$ cat config.mk
export PLATFORM = sky130hd
export DESIGN_NAME = svr_spi_video_regs
export DESIGN_NICKNAME = d
export VERILOG_FILES = /design/src/svr_pkg.sv /design/src/svr_spi_video_regs.sv
export SDC_FILE = /design/constraint.sdc
export NUM_CORES = 1
export LEC_CHECK = 0
export ABC_AREA = 1
export BUFFER_PORTS_ARGS = -buffer_cell sky130_fd_sc_hd__buf_2
export CORE_MARGIN = 2
export CORE_UTILIZATION = 50
export CTS_CLUSTER_DIAMETER = 40
export CTS_CLUSTER_SIZE = 14
export DETAILED_ROUTE_END_ITERATION = 7
export MAX_ROUTING_LAYER = met4
export PLACE_DENSITY_LB_ADDON = 0.08
export SLEW_MARGIN = 20
export SYNTH_ARGS = -nofsm -noshare
export SYNTH_HDL_FRONTEND = slang
export SYNTH_SLANG_ARGS = --single-unit
$ cat constraint.sdc
create_clock -name i_clk -period 1.9 [get_ports i_clk]
set_input_delay 0.19 -clock i_clk [delete_from_list [all_inputs] [get_ports i_clk]]
set_output_delay 0.19 -clock i_clk [all_outputs]
set_load 0.01 [all_outputs]
$ cat src/svr_pkg.sv
// Purpose: Shared constants for the serial video register command block
// Assumes: Serial mode 0, commands framed by an active-low select
// Notes: Four video/register blocks share one serial command port
package svr_pkg;
  // Block count and register widths
  localparam int NUM_BLOCKS = 4;
  localparam int OPC_W = 8;
  localparam int WORD_W = 16;
  localparam int POS_W = 12;
  localparam int MASK_W = 4;
  localparam int CNT_W = 5;
  localparam int BYTE_BITS = 8;
  localparam int WORD_BITS = 16;
  // Command opcodes
  localparam logic [7:0] OP_MASK_READ = 8'hB7;
  localparam logic [7:0] OP_MASK_WRITE = 8'hB8;
  localparam logic [7:0] OP_AREA_BEGIN = 8'h28;
  localparam logic [7:0] OP_AREA_FINISH = 8'h29;
  localparam logic [7:0] OP_LINE_SPAN = 8'h2A;
  localparam logic [7:0] OP_CTRL_ONE = 8'h2B;
  // Field positions of the line span register
  localparam int SPAN_PINS_BIT = 15;
  // Field positions of control word one
  localparam int C1_RAW_BIT = 15;
  localparam int C1_TABLE_BIT = 14;
  localparam int C1_CLKSRC_BIT = 13;
  localparam int C1_PWR_BIT = 12;
  localparam int C1_DIV_HI = 11;
  localparam int C1_DIV_LO = 3;
  localparam int C1_SKIP_HI = 2;
  localparam int C1_SKIP_LO = 0;
  // Reset values
  localparam logic [3:0] MASK_RESET = 4'h0;
  localparam logic [15:0] WORD_RESET = 16'h0000;
  localparam logic [3:0] MASK_RSVD = 4'h0;
  // Timing: sync interval in video clocks, video clocks per subcarrier
  localparam int SYNC_VIDEO_CLOCK = 10;
  localparam int VIDEO_CLOCK_PER_SUBCARRIER = 8;
  localparam logic [2:0] DIV_LOW_ONES = 3'h7;
  // Command sequencer states, one-hot
  typedef enum logic [3:0] {
    ST_OPCODE = 4'h1,
    ST_DATA = 4'h2,
    ST_READOUT = 4'h4,
    ST_IGNORE = 4'h8
  } svr_state_e;
endpackage

$ cat src/svr_spi_video_regs.sv
// Purpose: Serial command interpreter for block mask and video timing registers
// Assumes: Serial pins synchronous to i_clk, i_clk far faster than serial clock
// Notes: Registers are write-only except the block mask readback
// Behaviour
// B7h read shifts mask out, tri-state after
// Mask write loads all four block copies
// Low four bits mask block access, reset zero
// Mask applies to register commands only
// B8h write updates after final clock low
// Video write updates every unmasked block
// Host should read one block at once
// 28h begin write keeps 11:0 on release
// Begin adds ten video clock sync interval
// Host keeps begin under span/8, min 7
// 29h finish write keeps 11:0 on release
// Host keeps finish in range above begin
// 2Ah span write keeps 11:0 on release
// Span bit 15 routes nibble to pins
// Raw buffer length is span plus one
// 2Bh control word one updates on release
// Bit 15 enables raw converter mode
// Bit 14 selects chroma table source
// Bit 13 selects video clock source
// Bit 12 powers multiplier, restarts lock check
// Divider is field with 111 plus one
// Bits 2-0 set chroma fetch skip runs
// Enabled blocks latch together on release
// Mask reserved bits read zero, writes ignored
`timescale 1ns/1ps
module svr_spi_video_regs #(
  parameter int NUM_BLOCKS = svr_pkg::NUM_BLOCKS
) (
  // Clock and reset
  input wire logic i_clk,
  input wire logic i_reset_n,
  // Serial command pins
  input wire logic i_spi_cs_n,
  input wire logic i_spi_sclk,
  input wire logic i_spi_mosi,
  output logic o_spi_miso,
  output logic o_spi_miso_oe,
  // Per-block timing values, block n in slice n
  output logic [NUM_BLOCKS*12-1:0] o_active_area_begin,
  output logic [NUM_BLOCKS*12-1:0] o_active_area_finish,
  output logic [NUM_BLOCKS*12-1:0] o_scan_line_span,
  output logic [NUM_BLOCKS*16-1:0] o_begin_video_clocks,
  output logic [NUM_BLOCKS*13-1:0] o_dac_buffer_length,
  // Per-block control outputs
  output logic [NUM_BLOCKS-1:0] o_ctrl_nibble_to_pins,
  output logic [NUM_BLOCKS-1:0] o_raw_converter_mode,
  output logic [NUM_BLOCKS-1:0] o_chroma_table_select,
  output logic [NUM_BLOCKS-1:0] o_video_clock_source,
  output logic [NUM_BLOCKS-1:0] o_multiplier_power_on,
  output logic [NUM_BLOCKS-1:0] o_lock_check_restart,
  output logic [NUM_BLOCKS*13-1:0] o_converter_clock_divider,
  output logic [NUM_BLOCKS*3-1:0] o_chroma_fetch_skip,
  output logic [NUM_BLOCKS*4-1:0] o_block_access_mask
);

  // Opcodes that address the per-block video registers
  function automatic logic is_video_op(input logic [7:0] op);
    is_video_op = (op == svr_pkg::OP_AREA_BEGIN) || (op == svr_pkg::OP_AREA_FINISH) ||
                  (op == svr_pkg::OP_LINE_SPAN) || (op == svr_pkg::OP_CTRL_ONE);
  endfunction

  svr_pkg::svr_state_e state, next_state;
  logic [svr_pkg::CNT_W-1:0] bit_cnt, next_bit_cnt;
  logic [7:0] opcode, next_opcode;
  logic [15:0] shreg, next_shreg;
  logic [7:0] out_sh, next_out_sh;
  logic miso, next_miso;
  logic sclk_q, next_sclk_q;
  logic cs_q, next_cs_q;
  logic mask_done, next_mask_done;
  logic sclk_rise, sclk_fall, cs_release;
  logic mask_commit, video_commit;

  // Edge detection on pins already synchronous to i_clk
  assign sclk_rise = i_spi_sclk && !sclk_q && !i_spi_cs_n;
  assign sclk_fall = !i_spi_sclk && sclk_q && !i_spi_cs_n;
  assign cs_release = i_spi_cs_n && !cs_q;

  // commit on low clock after bit eight
  assign mask_commit = sclk_fall && (state == svr_pkg::ST_DATA) && !mask_done &&
                       (opcode == svr_pkg::OP_MASK_WRITE) &&
                       (bit_cnt == svr_pkg::CNT_W'(svr_pkg::BYTE_BITS));
  // one release event commits every enabled block
  assign video_commit = cs_release && (state == svr_pkg::ST_DATA) && is_video_op(opcode) &&
                        (bit_cnt == svr_pkg::CNT_W'(svr_pkg::WORD_BITS));

  // Command sequencer next state
  always_comb begin
    next_state = state;
    next_bit_cnt = bit_cnt;
    next_opcode = opcode;
    next_shreg = shreg;
    next_out_sh = out_sh;
    next_miso = miso;
    next_sclk_q = i_spi_sclk;
    next_cs_q = i_spi_cs_n;
    next_mask_done = mask_done || mask_commit;
    if (i_spi_cs_n) begin
      next_state = svr_pkg::ST_OPCODE;
      next_bit_cnt = '0;
      next_mask_done = 1'b0;
      next_miso = 1'b0;
    end else if (sclk_rise) begin
      case (state)
        svr_pkg::ST_OPCODE: begin
          next_shreg = {shreg[14:0], i_spi_mosi};
          next_bit_cnt = bit_cnt + 1'b1;
          if (bit_cnt == svr_pkg::CNT_W'(svr_pkg::BYTE_BITS - 1)) begin
            next_opcode = {shreg[6:0], i_spi_mosi};
            next_bit_cnt = '0;
            next_shreg = svr_pkg::WORD_RESET;
            // mask byte staged for readout
            if (next_opcode == svr_pkg::OP_MASK_READ) begin
              next_state = svr_pkg::ST_READOUT;
              // reserved bits read zero
              next_out_sh = {svr_pkg::MASK_RSVD, o_block_access_mask[3:0]};
            end else if (next_opcode == svr_pkg::OP_MASK_WRITE || is_video_op(next_opcode)) begin
              next_state = svr_pkg::ST_DATA;
            end else begin
              next_state = svr_pkg::ST_IGNORE;
            end
          end
        end
        svr_pkg::ST_DATA: begin
          // Extra bits beyond the word are ignored, first word wins
          if ((opcode == svr_pkg::OP_MASK_WRITE) ?
              (bit_cnt < svr_pkg::CNT_W'(svr_pkg::BYTE_BITS)) :
              (bit_cnt < svr_pkg::CNT_W'(svr_pkg::WORD_BITS))) begin
            next_shreg = {shreg[14:0], i_spi_mosi};
            next_bit_cnt = bit_cnt + 1'b1;
          end
        end
        svr_pkg::ST_READOUT, svr_pkg::ST_IGNORE: begin
          next_state = state;
        end
        default: next_state = svr_pkg::ST_OPCODE;
      endcase
    end else if (sclk_fall && state == svr_pkg::ST_READOUT) begin
      // MSB first on falling edges, repeats while selected
      next_miso = out_sh[7];
      next_out_sh = {out_sh[6:0], out_sh[7]};
    end
  end

  // Command sequencer registers
  always_ff @(posedge i_clk or negedge i_reset_n) begin
    if (!i_reset_n) begin
      state <= svr_pkg::ST_OPCODE;
      bit_cnt <= '0;
      opcode <= 8'h00;
      shreg <= svr_pkg::WORD_RESET;
      out_sh <= 8'h00;
      miso <= 1'b0;
      sclk_q <= 1'b0;
      cs_q <= 1'b1;
      mask_done <= 1'b0;
    end else begin
      state <= next_state;
      bit_cnt <= next_bit_cnt;
      opcode <= next_opcode;
      shreg <= next_shreg;
      out_sh <= next_out_sh;
      miso <= next_miso;
      sclk_q <= next_sclk_q;
      cs_q <= next_cs_q;
      mask_done <= next_mask_done;
    end
  end

  // drive only during readout, released with select
  assign o_spi_miso = miso;
  assign o_spi_miso_oe = (state == svr_pkg::ST_READOUT) && !i_spi_cs_n;

  // Per-block register copies
  genvar b;
  generate
    for (b = 0; b < NUM_BLOCKS; b++) begin : g_blk
      logic [3:0] mask, next_mask;
      logic [15:0] begin_r, finish_r, span_r, ctrl_r;
      logic [15:0] next_begin, next_finish, next_span, next_ctrl;
      logic restart, next_restart;
      logic enabled;

      // own mask bit gates this block
      // only video register commands are gated
      assign enabled = !mask[b];

      // Register copy next values
      always_comb begin
        next_mask = mask;
        next_begin = begin_r;
        next_finish = finish_r;
        next_span = span_r;
        next_ctrl = ctrl_r;
        next_restart = 1'b0;
        // every copy loaded, mask ignored
        if (mask_commit) begin
          next_mask = shreg[3:0];
        end
        // write lands in every unmasked block
        if (video_commit && enabled) begin
          case (opcode)
            // begin keeps low twelve bits
            svr_pkg::OP_AREA_BEGIN: next_begin = {4'h0, shreg[11:0]};
            // finish keeps low twelve bits
            svr_pkg::OP_AREA_FINISH: next_finish = {4'h0, shreg[11:0]};
            // span keeps 11:0 plus pin routing bit
            svr_pkg::OP_LINE_SPAN: next_span = {shreg[15], 3'h0, shreg[11:0]};
            svr_pkg::OP_CTRL_ONE: begin
              // whole control word loaded
              next_ctrl = shreg;
              // a high power bit restarts lock check
              next_restart = shreg[svr_pkg::C1_PWR_BIT];
            end
            default: next_ctrl = ctrl_r;
          endcase
        end
      end

      // Register copies, all zero at power-up
      always_ff @(posedge i_clk or negedge i_reset_n) begin
        if (!i_reset_n) begin
          mask <= svr_pkg::MASK_RESET;
          begin_r <= svr_pkg::WORD_RESET;
          finish_r <= svr_pkg::WORD_RESET;
          span_r <= svr_pkg::WORD_RESET;
          ctrl_r <= svr_pkg::WORD_RESET;
          restart <= 1'b0;
        end else begin
          mask <= next_mask;
          begin_r <= next_begin;
          finish_r <= next_finish;
          span_r <= next_span;
          ctrl_r <= next_ctrl;
          restart <= next_restart;
        end
      end

      // Field outputs of this block
      assign o_block_access_mask[b*4 +: 4] = mask;
      assign o_active_area_begin[b*12 +: 12] = begin_r[11:0];
      assign o_active_area_finish[b*12 +: 12] = finish_r[11:0];
      assign o_scan_line_span[b*12 +: 12] = span_r[11:0];
      // begin in video clocks includes fixed sync
      assign o_begin_video_clocks[b*16 +: 16] = 16'(begin_r[11:0] * svr_pkg::VIDEO_CLOCK_PER_SUBCARRIER
                                                 + svr_pkg::SYNC_VIDEO_CLOCK);
      // raw buffer holds span plus one entries
      assign o_dac_buffer_length[b*13 +: 13] = 13'(span_r[11:0]) + 13'h0001;
      // nibble routing to pins
      assign o_ctrl_nibble_to_pins[b] = span_r[svr_pkg::SPAN_PINS_BIT];
      // raw converter mode
      assign o_raw_converter_mode[b] = ctrl_r[svr_pkg::C1_RAW_BIT];
      // chroma from translate tables
      assign o_chroma_table_select[b] = ctrl_r[svr_pkg::C1_TABLE_BIT];
      // clock from multiplier when set
      assign o_video_clock_source[b] = ctrl_r[svr_pkg::C1_CLKSRC_BIT];
      // multiplier and crystal power
      assign o_multiplier_power_on[b] = ctrl_r[svr_pkg::C1_PWR_BIT];
      assign o_lock_check_restart[b] = restart;
      // field with three ones appended, plus one
      assign o_converter_clock_divider[b*13 +: 13] =
        13'({ctrl_r[svr_pkg::C1_DIV_HI:svr_pkg::C1_DIV_LO], svr_pkg::DIV_LOW_ONES}) + 13'h0001;
      // zero disables chroma fetch skip
      assign o_chroma_fetch_skip[b*3 +: 3] = ctrl_r[svr_pkg::C1_SKIP_HI:svr_pkg::C1_SKIP_LO];
    end
  endgenerate
endmodule // svr_spi_video_regs

# Word level (Yosys, flattened, before mapping)
# Cells that the tools add are included.
word_totals:
  register_bits: 265
  latch_bits: 0
  mem_bits_rw: 0
  rom_bits: 0
  input_bits: 5
  out_inout_bits: 366
  word_cells: 164
  n_memories: 0
op_classes:
  n_addsub: 13
  n_mul: 0
  n_div: 0
  magnitude_cmp: 2
  n_eq_ne: 26
  n_shift: 0
  muxes: 29
  n_bitwise: 1
  reduce_logical: 63
op_table:
  columns: ["cell", "count"]
  rows:
  - ["12-bit by 1-bit adder with 13-bit output (second input constant)", 8]
  - ["15-bit by 4-bit adder with 16-bit output (second input constant)", 4]
  - ["8-bit by 6-bit == test with 1-bit output (second input constant)", 8]
  - ["8-bit two-way mux", 5]
  - ["2-bit AND reduction", 17]
  - ["16-bit two-way mux", 2]
  - ["16-bit one-hot mux with 2 select lines", 1]
  - ["8-bit == test (second input constant)", 3]
  - ["4-bit two-way mux", 5]
  - ["5-bit two-way mux", 4]
  - ["1-bit logical AND", 18]
  - ["1-bit two-way mux", 10]
  - ["2-bit by 1-bit inequality test with 1-bit output (second input constant)", 5]
  - ["5-bit one-hot mux with 2 select lines", 1]
  - ["1-bit logical NOT", 9]
  - ["1-bit logical OR", 8]
  - ["4-bit one-hot mux with 2 select lines", 1]
  - ["4-bit AND reduction", 2]
  - ["2-bit nonzero test", 4]
  - ["3-bit AND reduction", 2]
  - ["5-bit by 1-bit adder with 5-bit output (second input constant)", 1]
  - ["5-bit by 3-bit == test with 1-bit output (second input constant)", 1]
  - ["5-bit by 4-bit == test with 1-bit output (second input constant)", 1]
  - ["5-bit == test (second input constant)", 1]
  - ["other kinds (13)", 13]

# Depth between registers and ports, before layout
# Gate-level depths: netlist of the first run.
logic_depth:
  ltp_word: 11
  ltp_mapped: 11

# Worst setup path after synthesis of the first run
# No wires, ideal clock.
synth_timing:
  path_kind: "flip-flop to output port"
  start: "register g_blk[0].begin_r[0]"
  end: "output port o_begin_video_clocks[13]"
  t_arrival_ps: 1550
  t_required_ps: 1710
  slack_ps: 160
  stages_incl_launch_ff: 8
  path_buffers: 0
  path_cell_list: "dfrtp_1 > ha_1 > nand3_1 > or2_2 > inv_1 > nand3_1 > nor2_1 > xor2_1"
synth_between:
  elab_chain_cells: 1
synth_lines:
  columns: ["item", "line_no", "source"]
  rows:
  - ["start, declared", "svr_spi_video_regs.sv:183", "logic [15:0] begin_r, finish_r, span_r, ctrl_r;"]
  - ["start signal, assigned", "svr_spi_video_regs.sv:228", "begin_r <= svr_pkg::WORD_RESET;"]
  - ["start signal, assigned", "svr_spi_video_regs.sv:235", "begin_r <= next_begin;"]
  - ["15-bit by 4-bit adder with 16-bit output", "svr_spi_video_regs.sv:250", "+ svr_pkg::SYNC_VIDEO_CLOCK);"]
  - ["end, declared", "svr_spi_video_regs.sv:46", "output logic [NUM_BLOCKS*16-1:0] o_begin_video_clocks,"]
# No other way between the ends.

# Worst setup path after layout of the first run
layout_timing:
  start: "register g_blk[3].span_r[1]"
  end: "output port o_dac_buffer_length[42]"
layout_between:
  elab_chain_cells: 1
layout_lines:
  columns: ["item", "line_no", "source"]
  rows:
  - ["start, declared", "svr_spi_video_regs.sv:183", null]
  - ["start signal, assigned", "svr_spi_video_regs.sv:230", "span_r <= svr_pkg::WORD_RESET;"]
  - ["start signal, assigned", "svr_spi_video_regs.sv:237", "span_r <= next_span;"]
  - ["12-bit by 1-bit adder with 13-bit output", "svr_spi_video_regs.sv:252", "assign o_dac_buffer_length[b*13 +: 13] = 13'(span_r[11:0]) + 13'h0001;"]
  - ["end, declared", "svr_spi_video_regs.sv:47", "output logic [NUM_BLOCKS*13-1:0] o_dac_buffer_length,"]
# No other way between the ends.

==> flow_summary.yaml, run 1 <==
synthesis:
  ys_async_sr_fraction: 1.00
  yosys.area.top_type: "dfrtp_1"
  ys_ff_latch: 265
  synth_edf_count: 0
  syn-instance-count: 1706
  yosysTopAreaCellShare: 0.470
  synth_cell_types: 35
  syn-cell-area_sq_um: 14000
  synthFlopType: "dfrtp_1"
  yosys-top-cells-area: "dfrtp_1 (47%), nand2_1 (16%), nand4_1 (10%)"
  yosys_warnings: 0
  syn_avg_cell_area_sq_um: 8.21
  ys_seq_area_frac: 0.473
routing:
  drc: 0
  ant_nets: 0
  drt-total-wl_mm: 48.1
  wl_per_cell_microns: 18.7
  vias: 14100
  dr.pass1.iters: 5
  dr.first_iter.drc_count: 1116
  drt-vias-per-instance: 5.45
critical_path:
  worstPathRequired_ns: 1.71
  cp_data_arrival_time_ns: 2.03
  setup.worst_path.end_class: "output port"
  path_cells: "buf_4 -> buf_6 -> buf_6 -> buf_6 -> nand2_2 -> nor2_4 -> buf_4 -> buf_4 -> xor2_1 -> buf_2"
  cpPeakStageDelay_ns: 0.39
  ff2ff_path_depth: 12
  cp.depth: 10
  cp_max_fo: 3
  critPathBufInv: 7
  cp_top_family: "buffers and inverters"
  timing_worst_setup_path_type: "reg -> out"
  cpMaxStageDelayCell: "dfrtp_1"
  crit_path_start_kind: "flop"
sta:
  slew_headroom: 0.570
  timing.final.crit_period_ns: 2.22
  setup_viol: 107
  final_hold_viol_count: 0
  skew_ns: 0.00770
  rsz0062_at_grt: "true"
  worst_slack_ns: -0.317
  slew_violations: 0
  fin_crit_sh: 1.17
  fmax_mhz: 451
  worst_pin_slew_ns: 0.645
  hold_slack_ns: 0.265
placement:
  dpl.hpwl_mm: 28.0
  dpl_cell_area_sq_um: 16100
  port-buffer-count: 346
  gp_congestion: 0.870
  dpl.cell_count: 2368
power:
  power_density_nw_per_um2: 717
  p_leak_nw: 11.0
  worst_ir_drop_vdd_mv: 0.698
cells_and_area:
  fin_nets: 2192
  drive_gt1_frac: 0.396
  antenna_cells: 0
  layout_common_cells: "nand2_1 (539), buf_2 (347), dfrtp_1 (239), nand4_1 (225), buf_4 (153)"
  fill_cells: 2095
  final_common_cell: "nand2_1"
  fin_cells: 2579
  syn_to_final_growth_pct: 43.6
  final_area_sq_um: 20100
  final_util: 0.726
clock_tree:
  clockRootBuffer: "clkbuf_16"
  cts.path.max_buffers: 3
  cts.sinks: 265
  numCtsBuffers: 38
  cts.clk_slew.worst_paths_ns: 0.06
  tritoncts: "built"
  clk_latency_ns: 0.51
  htreeDepth: 2
floorplanning:
  row_count: 61
  die_y_microns: 171
  die_w_microns: 171
  dieArea_sq_um: 29400
  initial_utilization: 0.506
  io_pins: 371
  core_area_sq_um: 27700
global_routing:
  grt_pass1_wl_mm: 67.9
  grt_pass1_vias: 12400
  grt_max_degree: 110
  grt.total_usage: 0.303
  antenna_found_initial: 0
  grt_remaining_overflow: 0
job:
  cap_violations: 0
run_status:
  run_status: "finished, violations left"
  violations: "negative setup slack"
hold_path:
  hp-class: "in -> async"
==> layer usage <==
metal | part of all wire | global-route usage | vias to the layer above
li1 | - | - | 6467
met1 | 0.41 | 0.404 | 6821
met2 | 0.48 | 0.479 | 642
met3 | 0.069 | 0.0412 | 129
met4 | 0.039 | 0.108 | 0
met5 | 0 | - | -
==> worst min-delay path, delay by kind of cell <==
family   cells  cell delay (ns)
buf+inv      3             0.98
==> layout make-up <==
class	count	area (sq um)	share of cell area
repair buffers	590	4150	0.206
flip-flops and latches	265	6660	0.331
well taps	378	473	0.0235
inverters	101	383	0.0190
clock buffers	49	1090	0.0540
multi-input cells	1177	7070	0.351
clock inverters	19	298	0.0148
==> report_power, final <==
| group | switching, mW | internal (mW) |
|---|---|---|
| Clock | 2.61 | 5.00 |
| Combinational | 0.851 | 0.193 |
| Sequential | 0.0463 | 5.72 |
| Total | 3.51 | 10.9 |
==> Yosys cell counts (19+ instances only) <==
| cell | n |
|---|---|
| clkbuf_1 | 64 |
| xor2_1 | 77 |
| nand3_1 | 79 |
| buf_2 | 30 |
| nor2_1 | 60 |
| inv_1 | 101 |
| nand2_1 | 580 |
| nand4_1 | 225 |
| xnor2_1 | 26 |
| o21ai_0 | 40 |
| buf_6 | 19 |
| dfrtp_1 | 263 |
| buf_4 | 69 |
==> state kept, by name, summed over array words and instances, names as in the netlist <==
register and count:
g_blk.ctrl_r 64, g_blk.span_r 52, g_blk.begin_r 48, g_blk.finish_r 48, shreg 16, opcode 8, out_sh 8, bit_cnt 5
g_blk.restart 4, g_blk.mask 4, state 4, cs_q 1, mask_done 1, o_spi_miso 1, sclk_q 1
==> cell families after synthesis <==
| kind of cell | Yosys count | synth area share |
|---|---|---|
| fa+ha+maj | 14 | 0.0125 |
| flops | 265 | 0.473 |
| other cells | 2 | 0.000536 |
| mux | 1 | 0.000804 |
| compound gates | 52 | 0.0192 |
| xor+xnor | 103 | 0.0644 |
| buf+inv | 288 | 0.110 |
| simple gates | 981 | 0.319 |
==> repair_timing <==
item / in CTS / in global routing
resized for setup: 142 / 199
pin swaps: 57 / 69
hold endpoints to repair: 267 / 0
endpoints found under the setup margin: 68 / 316
hold buffers: 4 / 0
setup buffers: 92 / 49
gates cloned: 0 / 15
==> worst paths after layout <==
kind / from / endpoint / slack [ns]
setup / recovery: g_blk[3].span_r[1] / o_dac_buffer_length[42] / -0.32
hold / removal: i_reset_n / g_blk[1].ctrl_r[11] / 0.26
setup reg to reg: bit_cnt[1] / g_blk[3].begin_r[11] / -0.04
hold reg to reg: g_blk[1].finish_r[10] / g_blk[1].finish_r[10] / 0.47
max in group asynchronous: i_reset_n / g_blk[0].span_r[2] / 1.04
min in group i_clk: i_spi_sclk / sclk_q / 0.35
==> per-stage QoR <==
stage | setup WS [ns] | setup TNS (ns) | total power [mW]
6_report | -0.317 | -9.87 | 14.4
5_1_grt | -0.420 | -29.38 | 14.9
4_1_cts | -0.301 | -7.77 | 14.5
3_5_place_dp | -0.0200 | -0.0265 | 6.86
3_3_place_gp | 0.0495 | 0 | 6.84
2_1_floorplan | 0.160 | 0 | 6.31
Power figures use the tool's default switching activity.
==> run 2: changes to the inputs <==
--- a/config.mk
+++ b/config.mk
@@ -7,13 +7,13 @@
 export LEC_CHECK = 0
 export ABC_AREA = 1
 export BUFFER_PORTS_ARGS = -buffer_cell sky130_fd_sc_hd__buf_2
-export CORE_MARGIN = 2
 export CORE_UTILIZATION = 50
 export CTS_CLUSTER_DIAMETER = 40
 export CTS_CLUSTER_SIZE = 14
 export DETAILED_ROUTE_END_ITERATION = 7
 export MAX_ROUTING_LAYER = met4
 export PLACE_DENSITY_LB_ADDON = 0.08
+export SKIP_CTS_REPAIR_TIMING = 1
 export SLEW_MARGIN = 20
 export SYNTH_ARGS = -nofsm -noshare
 export SYNTH_HDL_FRONTEND = slang
==> run 2 against run 1 <==
Against the previous run:
- the run ends with negative hold slack, negative setup slack left
- cell count decreased by 0.81%
- final area up 1.5%
- combinational power barely moved
- utilization grew 2.3 points
- first-iteration DRC count increased by 0.45%
- highest routed layer unchanged
==> flow_summary.yaml, run 2 (synthesis gave the netlist of run 1 again) <==
run_status:
  run_status: "finished, violations left"
  violations: "negative hold slack, negative setup slack"
power:
  p_leak_nw: 11.0
  worst_ir_drop_vdd_mv: 0.642
  power_density_nw_per_um2: 692
clock_tree:
  clk_latency_ns: 0.53
  htreeDepth: 2
  tritoncts: "built"
  numCtsBuffers: 40
  cts.clk_slew.worst_paths_ns: 0.06
  clockRootBuffer: "clkbuf_16"
  cts.path.max_buffers: 3
  cts.sinks: 265
sta:
  skew_ns: 0.0221
  worst_pin_slew_ns: 0.738
  slew_headroom: 0.508
  fmax_mhz: 450
  hold_slack_ns: -0.0166
  setup_viol: 271
  worst_slack_ns: -0.323
  timing.final.crit_period_ns: 2.22
  fin_crit_sh: 1.17
  slew_violations: 0
  final_hold_viol_count: 1
  rsz0062_at_grt: "true"
routing:
  dr.pass1.iters: 5
  wl_per_cell_microns: 18.9
  vias: 14200
  drt-vias-per-instance: 5.55
  drt-total-wl_mm: 48.3
  ant_nets: 0
  drc: 0
  dr.first_iter.drc_count: 1121
global_routing:
  grt.total_usage: 0.297
  grt_pass1_wl_mm: 64.8
  grt_pass1_vias: 11900
  antenna_found_initial: 0
  grt_max_degree: 55
  grt_remaining_overflow: 0
critical_path:
  setup.worst_path.end_class: "output port"
  worstPathRequired_ns: 1.71
  ff2ff_path_depth: 10
  crit_path_start_kind: "flop"
  cp_max_fo: 3
  cp_data_arrival_time_ns: 2.03
  timing_worst_setup_path_type: "reg -> out"
hold_path:
  worstHoldPathCells: 3
  hp-class: "in -> reg"
floorplanning:
  dieArea_sq_um: 28700
  io_pins: 371
  die_w_microns: 169
  core_area_sq_um: 27300
  row_count: 60
  die_y_microns: 169
  initial_utilization: 0.514
cells_and_area:
  seqCellArea_sq_um: 6660
  largest_reg_flops: 64
  final_util: 0.749
  multi_input_area_sq_um: 7170
  drive_gt1_frac: 0.415
  fin_nets: 2175
  final_common_cell: "nand2_1"
  top_regs: "g_blk.ctrl_r: 64 flops, g_blk.span_r: 52 flops"
  top_register: "g_blk.ctrl_r"
  layout_common_cells: "nand2_1 (477), buf_2 (346), dfrtp_1 (243), nand4_1 (225), buf_4 (117)"
  fill_cells: 1966
  syn_to_final_growth_pct: 45.7
  antenna_cells: 0
placement:
  dpl.hpwl_mm: 28.0
  gp_congestion: 0.896
  port-buffer-count: 346
job:
  cap_violations: 0
[run 2: cell count changes in the layout (fill, tap and decap cells not counted), sizes merged]
cell         delta
buf            -28
clkbuf         +10
clkinv          +8
bufinv          -4
inv             +3
nand3           -2
clkinvlp        -1
dlygate4sd3     -1
[run 2: critical path, cell delays in order (launching register included)]
cell     delay [ns]
dfrtp_1        0.35
ha_2           0.20
nand3_2        0.09
or2_4          0.27
inv_2          0.07
nand3_4        0.09
nor2_4         0.13
xor2_1         0.17
buf_2          0.16
[run 2: worst paths after layout]
| kind | end | slack [ns] | start |
|---|---|---|---|
| worst min register to register | g_blk[2].ctrl_r[12] | 0.47 | g_blk[2].ctrl_r[12] |
| worst max register to register | g_blk[1].ctrl_r[11] | -0.23 | opcode[4] |
| worst min-delay path | shreg[0] | -0.02 | i_spi_mosi |
| min in group asynchronous | g_blk[2].ctrl_r[9] | 0.16 | i_reset_n |
| worst max-delay path | o_begin_video_clocks[13] | -0.32 | g_blk[0].begin_r[0] |
| max in group asynchronous | state[0] | 1.04 | i_reset_n |
[run 2: area by class of cell]
| cell class | instances | share of cell area |
|---|---|---|
| multi-input cells | 1175 | 0.351 |
| flip-flops and latches | 265 | 0.326 |
| repair buffers | 573 | 0.215 |
| clock buffers | 47 | 0.0533 |
| well taps | 372 | 0.0228 |
| inverters | 101 | 0.0186 |
| clock inverters | 25 | 0.0126 |
[run 2: metrics by stage]
| stage | total power, mW | std cells | setup TNS (ns) | setup slack [ns] | instance area (sq um) |
|---|---|---|---|---|---|
| 3_3_place_gp | 6.83 | 2363 | 0 | 0.0464 | 16100 |
| 3_5_place_dp | 6.84 | 2363 | 0 | 0.0257 | 16100 |
| 5_1_grt | 14.6 | 2558 | -59.94 | -0.443 | 20400 |
| 2_1_floorplan | 6.31 | 1728 | 0 | 0.160 | 14100 |
| 4_1_cts | 14.1 | 2435 | -14.82 | -0.483 | 17500 |
| 6_report | 14.1 | 2558 | -39.10 | -0.323 | 20400 |
[run 2: metal layers]
metal  GRT usage  wire length (microns)  vias up
met5           -                      0        -
met4      0.0846                   1220        0
met3      0.0508                   3870       96
met2       0.456                  23400      701
met1       0.405                  19900     6948
li1            -                      -     6456
[run 2: power by group]
group          total, mW  internal [mW]  leakage (nW)  switching [mW]
clock               7.33           4.55         0.653            2.78
combinational       1.04          0.188          6.72           0.852
sequential          5.77           5.72          3.65          0.0469
